`src/common/fps_pkg.sv`:
```
// constants, carriers and state codes shared by the flash command/status block
package fps_pkg;
    // special function register addresses
    localparam logic [7:0] FPS_ADDR_CMD_STATUS = 8'he4;
    localparam logic [7:0] FPS_ADDR_DATA_PORT = 8'he5;
    localparam logic [7:0] FPS_ADDR_LOW = 8'he6;
    localparam logic [7:0] FPS_ADDR_HIGH = 8'he7;
    // command codes written to the command/status register
    localparam logic [7:0] FPS_CMD_LOAD = 8'h00;
    localparam logic [7:0] FPS_CMD_ERASE_PROGRAM = 8'h68;
    // status field positions and reset values
    localparam int FPS_BIT_OI = 0;
    localparam int FPS_BIT_SV = 1;
    localparam int FPS_BIT_HVE = 2;
    localparam int FPS_BIT_HVA = 3;
    localparam int FPS_FLAG_W = 4;
    localparam logic [3:0] FPS_STATUS_RST = 4'h0;
    localparam logic [3:0] FPS_RSVD_VALUE = 4'h0;
    localparam logic [7:0] FPS_ADDR_RST = 8'h00;
    localparam logic [7:0] FPS_RDATA_RST = 8'h00;
    // page register geometry
    localparam int FPS_PAGE_BYTES = 16;
    localparam int FPS_IDX_W = 4;
    localparam logic [3:0] FPS_IDX_STEP = 4'h1;
    // erase-program duration
    localparam int FPS_CLK_KHZ = 125000;
    localparam int FPS_EP_TIME_US = 4000;
    localparam int FPS_EP_CYCLES = FPS_EP_TIME_US * (FPS_CLK_KHZ / 1000);
    localparam int FPS_CNT_W = 20;
    localparam logic [19:0] FPS_CNT_RST = 20'h00000;
    localparam logic [19:0] FPS_CNT_STEP = 20'h00001;

    // cpu special function register access, one cycle per request
    typedef struct packed {
        logic wr;
        logic rd;
        logic [7:0] addr;
        logic [7:0] wdata;
    } fps_sfr_req_s;

    // status flags in register bit order 3..0
    typedef struct packed {
        logic hv_abort_flag;
        logic hv_error_flag;
        logic sv;
        logic oi;
    } fps_flags_s;

    typedef enum logic [1:0] {
        FPS_ST_IDLE = 2'b01,
        FPS_ST_RUN = 2'b10
    } fps_state_e;
endpackage

```
`src/verilog/fps_page_reg.sv`:
```
// sixteen-byte page register with one update flag per byte
module fps_page_reg (
    input wire logic MCLK,
    input wire logic RST,
    input wire logic clear,
    input wire logic load,
    input wire logic [fps_pkg::FPS_IDX_W-1:0] idx,
    input wire logic [7:0] data,
    output logic [fps_pkg::FPS_PAGE_BYTES*8-1:0] page_data,
    output logic [fps_pkg::FPS_PAGE_BYTES-1:0] update_mask
);
    import fps_pkg::*;

    // one storage byte and flag per location; clear wins over a load
    genvar g;
    generate
        for (g = 0; g < FPS_PAGE_BYTES; g++) begin : g_byte
            wire hit = load && (idx == FPS_IDX_W'(g));
            always_ff @(posedge MCLK or posedge RST) begin
                if (RST) begin
                    page_data[g*8 +: 8] <= 8'h00;
                    update_mask[g] <= 1'b0;
                end else if (clear) begin
                    page_data[g*8 +: 8] <= 8'h00;
                    update_mask[g] <= 1'b0;
                end else if (hit) begin
                    page_data[g*8 +: 8] <= data;
                    update_mask[g] <= 1'b1;
                end
            end
        end
    endgenerate

    AST_LOAD_CLEARS: assert property (@(posedge MCLK) disable iff (RST)
        clear |=> (update_mask == '0) && (page_data == '0))
        else $error("page register not cleared by load command");
    AST_BYTE_LOADED: assert property (@(posedge MCLK) disable iff (RST)
        load && !clear |=> update_mask[$past(idx)] && (page_data[$past(idx)*8 +: 8] == $past(data)))
        else $error("page byte or update flag not stored");
endmodule

```
`src/verilog/fps_top.sv`:
```
// flash command/status register with page loading and erase-program sequencing
// Notes on behaviour
// - interrupt or brown-out during cycle sets abort
// - starting with brown-out detector off sets abort
// - generator fault during operation sets error flag
// - secured page program attempt sets violation flag
// - interrupt aborts cycle, sets interrupted flag
// - command write clears flags; reads give status
// - load command clears page bytes and flags
// - erase-program runs 4 ms, cpu held idle
module fps_top #(
    parameter int EP_CYCLES = fps_pkg::FPS_EP_CYCLES
) (
    input wire logic MCLK,
    input wire logic RST,
    input wire fps_pkg::fps_sfr_req_s SFR_REQ,
    input wire logic IRQ_PENDING,
    input wire logic BROWNOUT,
    input wire logic BOD_DISABLED,
    input wire logic HV_FAULT,
    input wire logic PAGE_SECURED,
    output logic [7:0] SFR_RDATA,
    output logic CPU_IDLE,
    output logic FL_HV_ON,
    output logic FL_COMMIT,
    output logic [11:0] FL_PAGE_ADDR,
    output logic [fps_pkg::FPS_PAGE_BYTES*8-1:0] FL_PAGE_DATA,
    output logic [fps_pkg::FPS_PAGE_BYTES-1:0] FL_UPDATE_MASK
);
    import fps_pkg::*;

    localparam logic [FPS_CNT_W-1:0] EP_LAST = FPS_CNT_W'(EP_CYCLES - 1);

    // address match of one request against one register
    function automatic logic sfr_hit(input fps_sfr_req_s req, input logic [7:0] addr);
        sfr_hit = (req.addr == addr);
    endfunction

    fps_state_e state_reg;
    fps_state_e state_next;
    fps_flags_s flags_reg;
    fps_flags_s flags_next;
    fps_flags_s flags_set;
    logic [FPS_CNT_W-1:0] cnt_reg;
    logic [FPS_CNT_W-1:0] cnt_next;
    logic [7:0] addr_low_reg;
    logic [7:0] addr_low_next;
    logic [7:0] addr_high_reg;
    logic [7:0] addr_high_next;
    logic [7:0] rdata_next;

    // request decode; writes are only taken while no cycle runs
    wire idle = (state_reg == FPS_ST_IDLE);
    wire run = (state_reg == FPS_ST_RUN);
    wire wr_ok = SFR_REQ.wr && idle;
    wire cmd_wr = wr_ok && sfr_hit(SFR_REQ, FPS_ADDR_CMD_STATUS);
    wire data_wr = wr_ok && sfr_hit(SFR_REQ, FPS_ADDR_DATA_PORT);
    wire low_wr = wr_ok && sfr_hit(SFR_REQ, FPS_ADDR_LOW);
    wire high_wr = wr_ok && sfr_hit(SFR_REQ, FPS_ADDR_HIGH);
    wire load_cmd = cmd_wr && (SFR_REQ.wdata == FPS_CMD_LOAD);
    wire ep_cmd = cmd_wr && (SFR_REQ.wdata == FPS_CMD_ERASE_PROGRAM);
    wire ep_refuse = ep_cmd && (PAGE_SECURED || BOD_DISABLED);
    wire ep_go = ep_cmd && !ep_refuse;

    // events seen while the cycle runs; any of them ends it early
    wire irq_ev = run && IRQ_PENDING;
    wire bo_ev = run && BROWNOUT;
    wire hv_ev = run && HV_FAULT;
    wire abort = irq_ev || bo_ev || hv_ev;
    wire done = run && !abort && (cnt_reg == EP_LAST);

    // flag set terms
    assign flags_set.hv_abort_flag = irq_ev || bo_ev || (ep_cmd && BOD_DISABLED);
    assign flags_set.hv_error_flag = hv_ev;
    assign flags_set.sv = ep_cmd && PAGE_SECURED;
    assign flags_set.oi = irq_ev;

    // a command write clears the flags, a same-cycle event still sets
    assign flags_next = (cmd_wr ? fps_flags_s'(FPS_STATUS_RST) : flags_reg) | flags_set;

    // sequencer next state
    always_comb begin
        state_next = state_reg;
        case (state_reg)
            FPS_ST_IDLE: begin
                if (ep_go) begin
                    state_next = FPS_ST_RUN;
                end
            end
            FPS_ST_RUN: begin
                if (abort || done) begin
                    state_next = FPS_ST_IDLE;
                end
            end
            default: begin
                state_next = FPS_ST_IDLE;
            end
        endcase
    end

    // cycle timer counts from zero to the last cycle of the run
    assign cnt_next = (run && !abort && !done) ? cnt_reg + FPS_CNT_STEP : FPS_CNT_RST;

    // address registers; a data write steps the low nibble and wraps inside the page
    assign addr_low_next = low_wr ? SFR_REQ.wdata :
        data_wr ? {addr_low_reg[7:4], addr_low_reg[3:0] + FPS_IDX_STEP} : addr_low_reg;
    assign addr_high_next = high_wr ? SFR_REQ.wdata : addr_high_reg;

    // read data; status sits in the low bits, reserved bits read zero
    assign rdata_next = !SFR_REQ.rd ? FPS_RDATA_RST :
        sfr_hit(SFR_REQ, FPS_ADDR_CMD_STATUS) ? {FPS_RSVD_VALUE, flags_reg} :
        sfr_hit(SFR_REQ, FPS_ADDR_LOW) ? addr_low_reg :
        sfr_hit(SFR_REQ, FPS_ADDR_HIGH) ? addr_high_reg : FPS_RDATA_RST;

    // state, flags and counter
    always_ff @(posedge MCLK or posedge RST) begin
        if (RST) begin
            state_reg <= FPS_ST_IDLE;
            flags_reg <= fps_flags_s'(FPS_STATUS_RST);
            cnt_reg <= FPS_CNT_RST;
        end else begin
            state_reg <= state_next;
            flags_reg <= flags_next;
            cnt_reg <= cnt_next;
        end
    end

    // address registers and registered outputs
    always_ff @(posedge MCLK or posedge RST) begin
        if (RST) begin
            addr_low_reg <= FPS_ADDR_RST;
            addr_high_reg <= FPS_ADDR_RST;
            SFR_RDATA <= FPS_RDATA_RST;
            CPU_IDLE <= 1'b0;
            FL_HV_ON <= 1'b0;
            FL_COMMIT <= 1'b0;
            FL_PAGE_ADDR <= 12'h000;
        end else begin
            addr_low_reg <= addr_low_next;
            addr_high_reg <= addr_high_next;
            SFR_RDATA <= rdata_next;
            CPU_IDLE <= (state_next == FPS_ST_RUN);
            FL_HV_ON <= (state_next == FPS_ST_RUN);
            FL_COMMIT <= done;
            FL_PAGE_ADDR <= {addr_high_next, addr_low_next[7:4]};
        end
    end

    // page register, cleared by the load command and filled through the data port
    fps_page_reg u_page (
        .MCLK(MCLK),
        .RST(RST),
        .clear(load_cmd),
        .load(data_wr),
        .idx(addr_low_reg[FPS_IDX_W-1:0]),
        .data(SFR_REQ.wdata),
        .page_data(FL_PAGE_DATA),
        .update_mask(FL_UPDATE_MASK)
    );

    AST_IRQ_ABORT: assert property (@(posedge MCLK) disable iff (RST)
        run && IRQ_PENDING |=> flags_reg.oi && flags_reg.hv_abort_flag && idle && !CPU_IDLE && !FL_COMMIT)
        else $error("interrupt did not abort the cycle with flags set");
    AST_BROWNOUT_ABORT: assert property (@(posedge MCLK) disable iff (RST)
        run && BROWNOUT && !IRQ_PENDING |=> flags_reg.hv_abort_flag && !flags_reg.oi && idle)
        else $error("brown-out did not set the abort flag");
    AST_BOD_OFF_START: assert property (@(posedge MCLK) disable iff (RST)
        ep_cmd && BOD_DISABLED |=> flags_reg.hv_abort_flag && idle && !CPU_IDLE)
        else $error("start with detector off not flagged");
    AST_HV_FAULT: assert property (@(posedge MCLK) disable iff (RST)
        run && HV_FAULT |=> flags_reg.hv_error_flag && idle)
        else $error("generator fault not flagged");
    AST_SECURED: assert property (@(posedge MCLK) disable iff (RST)
        ep_cmd && PAGE_SECURED && !BOD_DISABLED |=> flags_reg == 4'b0010 && idle)
        else $error("secured page attempt not flagged");
    AST_CMD_CLEARS: assert property (@(posedge MCLK) disable iff (RST)
        cmd_wr && !ep_cmd |=> flags_reg == 4'h0)
        else $error("command write did not clear the status");
    AST_READ_STATUS: assert property (@(posedge MCLK) disable iff (RST)
        SFR_REQ.rd && sfr_hit(SFR_REQ, FPS_ADDR_CMD_STATUS) |=> SFR_RDATA[3:0] == $past(flags_reg))
        else $error("status read returned wrong flags");
    AST_RSVD_ZERO: assert property (@(posedge MCLK) disable iff (RST)
        SFR_REQ.rd && sfr_hit(SFR_REQ, FPS_ADDR_CMD_STATUS) |=> SFR_RDATA[7:4] == 4'h0)
        else $error("reserved status bits not zero");
    AST_EP_LENGTH: assert property (@(posedge MCLK) disable iff (RST)
        $fell(run) && !$past(abort) |-> FL_COMMIT && ($past(cnt_reg) == EP_LAST))
        else $error("erase-program cycle ended at the wrong time");
    AST_CPU_HELD: assert property (@(posedge MCLK) disable iff (RST)
        ep_go |=> run && CPU_IDLE && FL_HV_ON && flags_reg == 4'h0)
        else $error("cpu not held idle at cycle start");
endmodule
```
`config.mk`:
```
export PLATFORM = sky130hd
export DESIGN_NAME = fps_top
export DESIGN_NICKNAME = d
export VERILOG_FILES = /design/src/common/fps_pkg.sv /design/src/verilog/fps_page_reg.sv /design/src/verilog/fps_top.sv
export SDC_FILE = /design/constraint.sdc
export NUM_CORES = 1
export LEC_CHECK = 0
export ABC_AREA = 1
export ABC_CLOCK_PERIOD_IN_PS = 4800
export BUFFER_PORTS_ARGS = -buffer_cell sky130_fd_sc_hd__buf_2
export CORE_MARGIN = 2
export CORE_UTILIZATION = 49
export DETAILED_ROUTE_END_ITERATION = 12
export PLACE_DENSITY = 0.76
export SYNTH_ARGS = -nofsm -noshare
export SYNTH_HDL_FRONTEND = slang
export SYNTH_HIERARCHICAL = 1
export SYNTH_SLANG_ARGS = --single-unit
```
`constraint.sdc`:
```
create_clock -name MCLK -period 4.8 [get_ports MCLK]
set_input_delay 0.72 -clock MCLK [delete_from_list [all_inputs] [get_ports MCLK]]
set_output_delay 0.72 -clock MCLK [all_outputs]
set_load 0.005 [all_outputs]
```
Yosys cells after proc, flatten, opt, wreduce, memory -nomap -nowiden. Cells that the tools add are included.

Flip-flop bits (word level): 208. Input port bits: 25. Output and inout bits: 167. Word-level logic and storage cells: 208.

$add $sub $neg: 2. Equal/unequal tests: 24. Multiplexer cells: 76. Bitwise operators: 1. Reduce and logical (&&, ||, !) cells: 60.

Operators by type and width (count): 8-bit 2-to-1 mux (38); 2-bit nonzero test (17); 1-bit logical AND (33); 4-bit equality test (second input constant) (8); 8-bit equality test (second input constant) (4); 1-bit 2-to-1 mux (32); 20-bit by 1-bit adder with 20-bit output (second input constant) (1); 20-bit by 19-bit equality test with 1-bit output (second input constant) (1); 20-bit 2-to-1 mux (1); 4-bit by 3-bit equality test with 1-bit output (second input constant) (4); 4-bit by 2-bit equality test with 1-bit output (second input constant) (2); 8-bit by 7-bit equality test with 1-bit output (second input constant) (1); 8-bit logical NOT (1); 4-bit 2-to-1 mux (2); 1-bit logical OR (5); 4-bit by 1-bit adder with 4-bit output (second input constant) (1); 2-bit equality test (second input constant) (2); 4-bit by 1-bit equality test with 1-bit output (second input constant) (1); 4-bit logical NOT (1); 2-bit 2-to-1 mux (2); 4-bit OR (1); 2-bit one-hot mux with 2 select lines (1); 1-bit logical NOT (3); 2-bit by 1-bit equality test with 1-bit output (second input constant) (1).

Logic depth before layout (Yosys ltp).
Depth after elaboration: 11. Depth in mapped cells: 13.

By module. Netlist, hierarchy kept.

By module, submodules not included: fps_page_reg (instances 1, cells each 657, area each 5864.4 um^2); fps_top (instances 1, cells each 353, area each 2927.8 um^2).

Worst setup path after synthesis. OpenSTA, ideal clock, no wires.

Path kind: input to register. From: in SFR_REQ[11] in the netlist's numbering. To: reg u_page/page_data[71] in the netlist's numbering. Setup time: 0.119 ns. Arrival time: 2.171 ns. Data required time: 4.681 ns. Setup slack: 2.510 ns. Stages: 13. Path buffers: 3. Cell sequence: inv_1 > nand2_4 > nor2_2 > nand2_4 > nor2_4 > nand2_1 > nor4_1 > clkbuf_2 > inv_1 > buf_4 > buf_1 > nand3_1 > nand2_1.

Cells in the longest elaborated chain, start to end: 4.

Ends and longest elaborated chain: start, declared (RTL line fps_top.sv:16) `input wire fps_pkg::fps_sfr_req_s SFR_REQ,`; 8-bit equality test * (RTL line fps_top.sv:36) `sfr_hit = (req.addr == addr);`; 1-bit logical AND * (RTL line fps_top.sv:56) `wire cmd_wr = wr_ok && sfr_hit(SFR_REQ, FPS_ADDR_CMD_STATUS);`; 1-bit logical AND * (RTL line fps_top.sv:60) `wire load_cmd = cmd_wr && (SFR_REQ.wdata == FPS_CMD_LOAD);`; named net load_cmd (RTL line fps_top.sv:60); 8-bit 2-to-1 mux / 2-bit nonzero test (equally long branches); end signal, assigned by index (RTL line fps_page_reg.sv:27) `page_data[g*8 +: 8] <= data;`; end, declared (RTL line fps_page_reg.sv:9) `output logic [fps_pkg::FPS_PAGE_BYTES*8-1:0] page_data,`.

The timed path passes the listed nets; every way through them passes the cells marked *. A chain may end at the register's enable or synchronous reset.

Worst setup path after layout.
From: reg state_reg[0]. To: reg u_page/page_data[10] in the netlist's numbering.

Cells in the longest elaborated chain, start to end: 5.

Ends and longest elaborated chain: start, declared (RTL line fps_top.sv:39) `fps_state_e state_reg;`; start signal, assigned (RTL line fps_top.sv:122) `state_reg <= state_next;`; 2-bit by 1-bit equality test with 1-bit output * (RTL line fps_top.sv:53) `wire idle = (state_reg == FPS_ST_IDLE);`; 1-bit logical AND * (RTL line fps_top.sv:55) `wire wr_ok = SFR_REQ.wr && idle;`; 1-bit logical AND * (RTL line fps_top.sv:56); 1-bit logical AND * (RTL line fps_top.sv:60); named net load_cmd (RTL line fps_top.sv:60); 8-bit 2-to-1 mux / 2-bit nonzero test (equally long branches).

Marks and branches as above.

==> results.json <==
{
  "netlist_area_um2": 8790,
  "syn_nets": 1039,
  "p_per_area_nw_per_um2": 311,
  "first_iter_violations": 649,
  "ys_async_sr_fraction_pct": 100,
  "post-route-min-period_ns": 3.03,
  "setup_viol": 0,
  "grt_usage_pct": 25.7,
  "rsz0062_at_grt": "false",
  "crit_arrival_ns": 3.35,
  "fmax_mhz": 330,
  "nets": 1218,
  "vias": 7556,
  "routabilityCongestion": 0.873,
  "fin_cells": 1427,
  "num_antenna_cells": 0,
  "totalNegativeSetupSlack_ns": 0,
  "seq_area_frac_synth_pct": 55.8,
  "synthFlopType": "dfrtp_1",
  "fin_worst_skew_ns": 0.0142,
  "post-route-util_pct": 59.7,
  "grt_first_pass_wirelength_mm": 37.1,
  "finish.instance_area_um2": 10400,
  "worst_pin_slew_ns": 1.15,
  "yosysMostFrequentCell": "nand2_1",
  "crit_type": "reg -> reg",
  "synth_edf_count": 0,
  "clk_latency_ns": 0.44,
  "portBuffers": 191,
  "dieHeight_um": 138,
  "grt_pass1_vias": 6893,
  "largest_reg_flops": 128,
  "tritoncts": "built",
  "reg2reg_slack_ns": 1.77,
  "ff2ff_path_depth": 11,
  "leakage_nw": 6.05,
  "cts_hold_buf": 0,
  "vias_per_cell": 5.30,
  "crit_path_end_kind": "flop",
  "grt_max_degree": 111,
  "synth_area_leaders": "dfrtp_1 56%, nand2_1 15%, nand3_1 8.9%, inv_1 2.7%, nor2_1 2.7%",
  "place_ws_ns": 1.53,
  "pin_count": 192,
  "yosysTopAreaCell": "dfrtp_1",
  "yosysWarnings": 6,
  "grt.overflow.total": 0,
  "dieArea_um2": 19000,
  "rows": 48,
  "critPathMaxFanout": 67,
  "initial_core_util_pct": 50.5,
  "wirelength_mm": 24.0,
  "timing.rr.start": "state_reg[0]$_DFF_PP1_",
  "area_delta_synth_final_pct": 18.4,
  "postRouteAntennaNets": 0,
  "drc": 0,
  "syn-instance-count": 1010,
  "drive_gt1_share_pct": 26.5,
  "drv_cap": 0,
  "coreArea_um2": 17400,
  "clk_pin_slew_worst_paths_ns": 0.07,
  "startpoint_type": "flop",
  "slew_viol_final": 0,
  "cts.sinks": 196,
  "root_buffer": "clkbuf_16",
  "synth_top_area_share_pct": 55.5,
  "ys_ff_latch": 196,
  "irDropWorstVdd_uv": 254,
  "routedWlPerCell_um": 16.8,
  "dp_hpwl_mm": 16.1,
  "hold_viol_final": 0,
  "numCtsBuffers": 17,
  "status": "finished, final reports clean",
  "hold_depth": 2,
  "crit_required_ns": 5.12,
  "postCtsSetupRepairBufs": 0,
  "cts_buffer_depth": 2,
  "finalCritPeriodShare_pct": 63.1,
  "hold_end": "flags_reg[0]$_DFF_PP0_",
  "cts_resized": 0,
  "htreeDepth": 4,
  "drt_first_pass_iters": 6,
  "placed_cells": 1395,
  "synth.avg_cell_area_um2": 8.71,
  "min_from": "flags_reg[0]$_DFF_PP0_",
  "antenna_found_initial": 0,
  "dpl_cell_area_um2": 9840,
  "slew_headroom_pct": 23.3,
  "fin_ws_ns": 1.77,
  "fp.dieW_um": 138,
  "yosys-top-cells-count": "354 x nand2_1, 195 x dfrtp_1, 156 x nand3_1",
  "yosysUniqueCellTypes": 41,
  "hp-class": "reg -> reg",
  "reg2reg_to": "u_page/page_data[10]$_DFFE_PP0P_"
}
==> power breakdown <==
| part | internal [mW] | switching [mW] |
|---|---|---|
| clock | 0.687 | 0.687 |
| combinational | 0.0440 | 0.132 |
| sequential | 1.67 | 0.0213 |
==> worst max-delay path by stage <==
stage                            from                          endpoint  slack (ns)  depth (start not counted)
2_1_floorplan                     RST   u_page/page_data[0]$_DFFE_PP0P_        0.21                          1
5_1_grt        state_reg[0]$_DFF_PP1_   u_page/page_data[1]$_DFFE_PP0P_        1.55                         11
3_3_place_gp              SFR_REQ[11]  u_page/page_data[15]$_DFFE_PP0P_        1.59                         14
3_5_place_dp              SFR_REQ[11]  u_page/page_data[51]$_DFFE_PP0P_        1.53                         14
6_report       state_reg[0]$_DFF_PP1_  u_page/page_data[10]$_DFFE_PP0P_        1.77                         11
4_1_cts        state_reg[0]$_DFF_PP1_  u_page/page_data[51]$_DFFE_PP0P_        1.86                         11
==> layout make-up <==
type | count | area, um^2
Clock buffer | 17 | 425
Clock inverter | 15 | 138
Fill cell | 1567 | 7010
Inverter | 73 | 280
Multi-Input combinational cell | 706 | 3390
Sequential cell | 196 | 4910
Tap cell | 225 | 282
Timing Repair Buffer | 195 | 986
==> kinds of logic after synthesis <==
| kind of cell | count (synthesis) | share of synthesized area, % |
|---|---|---|
| buf+inv | 108 | 5.86 |
| compound gates | 34 | 2.26 |
| simple gates | 656 | 34.3 |
| fa+ha+maj | 4 | 0.569 |
| flops | 196 | 55.8 |
| xor+xnor | 12 | 1.20 |
==> per-layer routing <==
metal | GRT usage, % | part of all wire, % | vias up
met4 | 7.60 | 1.6 | 0
met5 | 0 | 0 | -
met3 | 5.67 | 7.8 | 28
met1 | 37.8 | 43 | 3639
li1 | - | - | 3572
met2 | 38.3 | 47 | 317
==> stage by stage <==
step                hold WS [ns]  total power [mW]
floorplan                  0.434              1.83
global placement           0.461              1.89
detailed placement         0.472              1.90
CTS                        0.491              3.26
global route               0.511              3.36
finish                     0.488              3.24
==> cell usage in the layout, fill, tap and decap left out, drive strengths merged <==
master and n:
nand2 370, dfrtp 195, buf 195, nand3 169, nor2 96, inv 80, clkbuf 17, a21oi 17
o21ai 13, nor3 11, xor2 9, clkinv 5, nand4 4, ha 4, xnor2 3, clkinvlp 3
nor3b 2, a31oi 2, nor4 2, o211ai 1, and3 1, or2 1, o21a 1, dfstp 1
==> worst max-delay path, stage by stage (launching register included) <==
cell      delay (ns)
dfstp_2         0.57
ha_1            0.19
nand2_1         0.14
nor2_4          0.19
nand2_1         0.09
nor4_2          0.15
buf_4           0.38
clkinv_2        0.09
buf_4           0.32
buf_4           0.44
nand3_1         0.19
nand2_1         0.07
(Power assumes the default switching activity.)
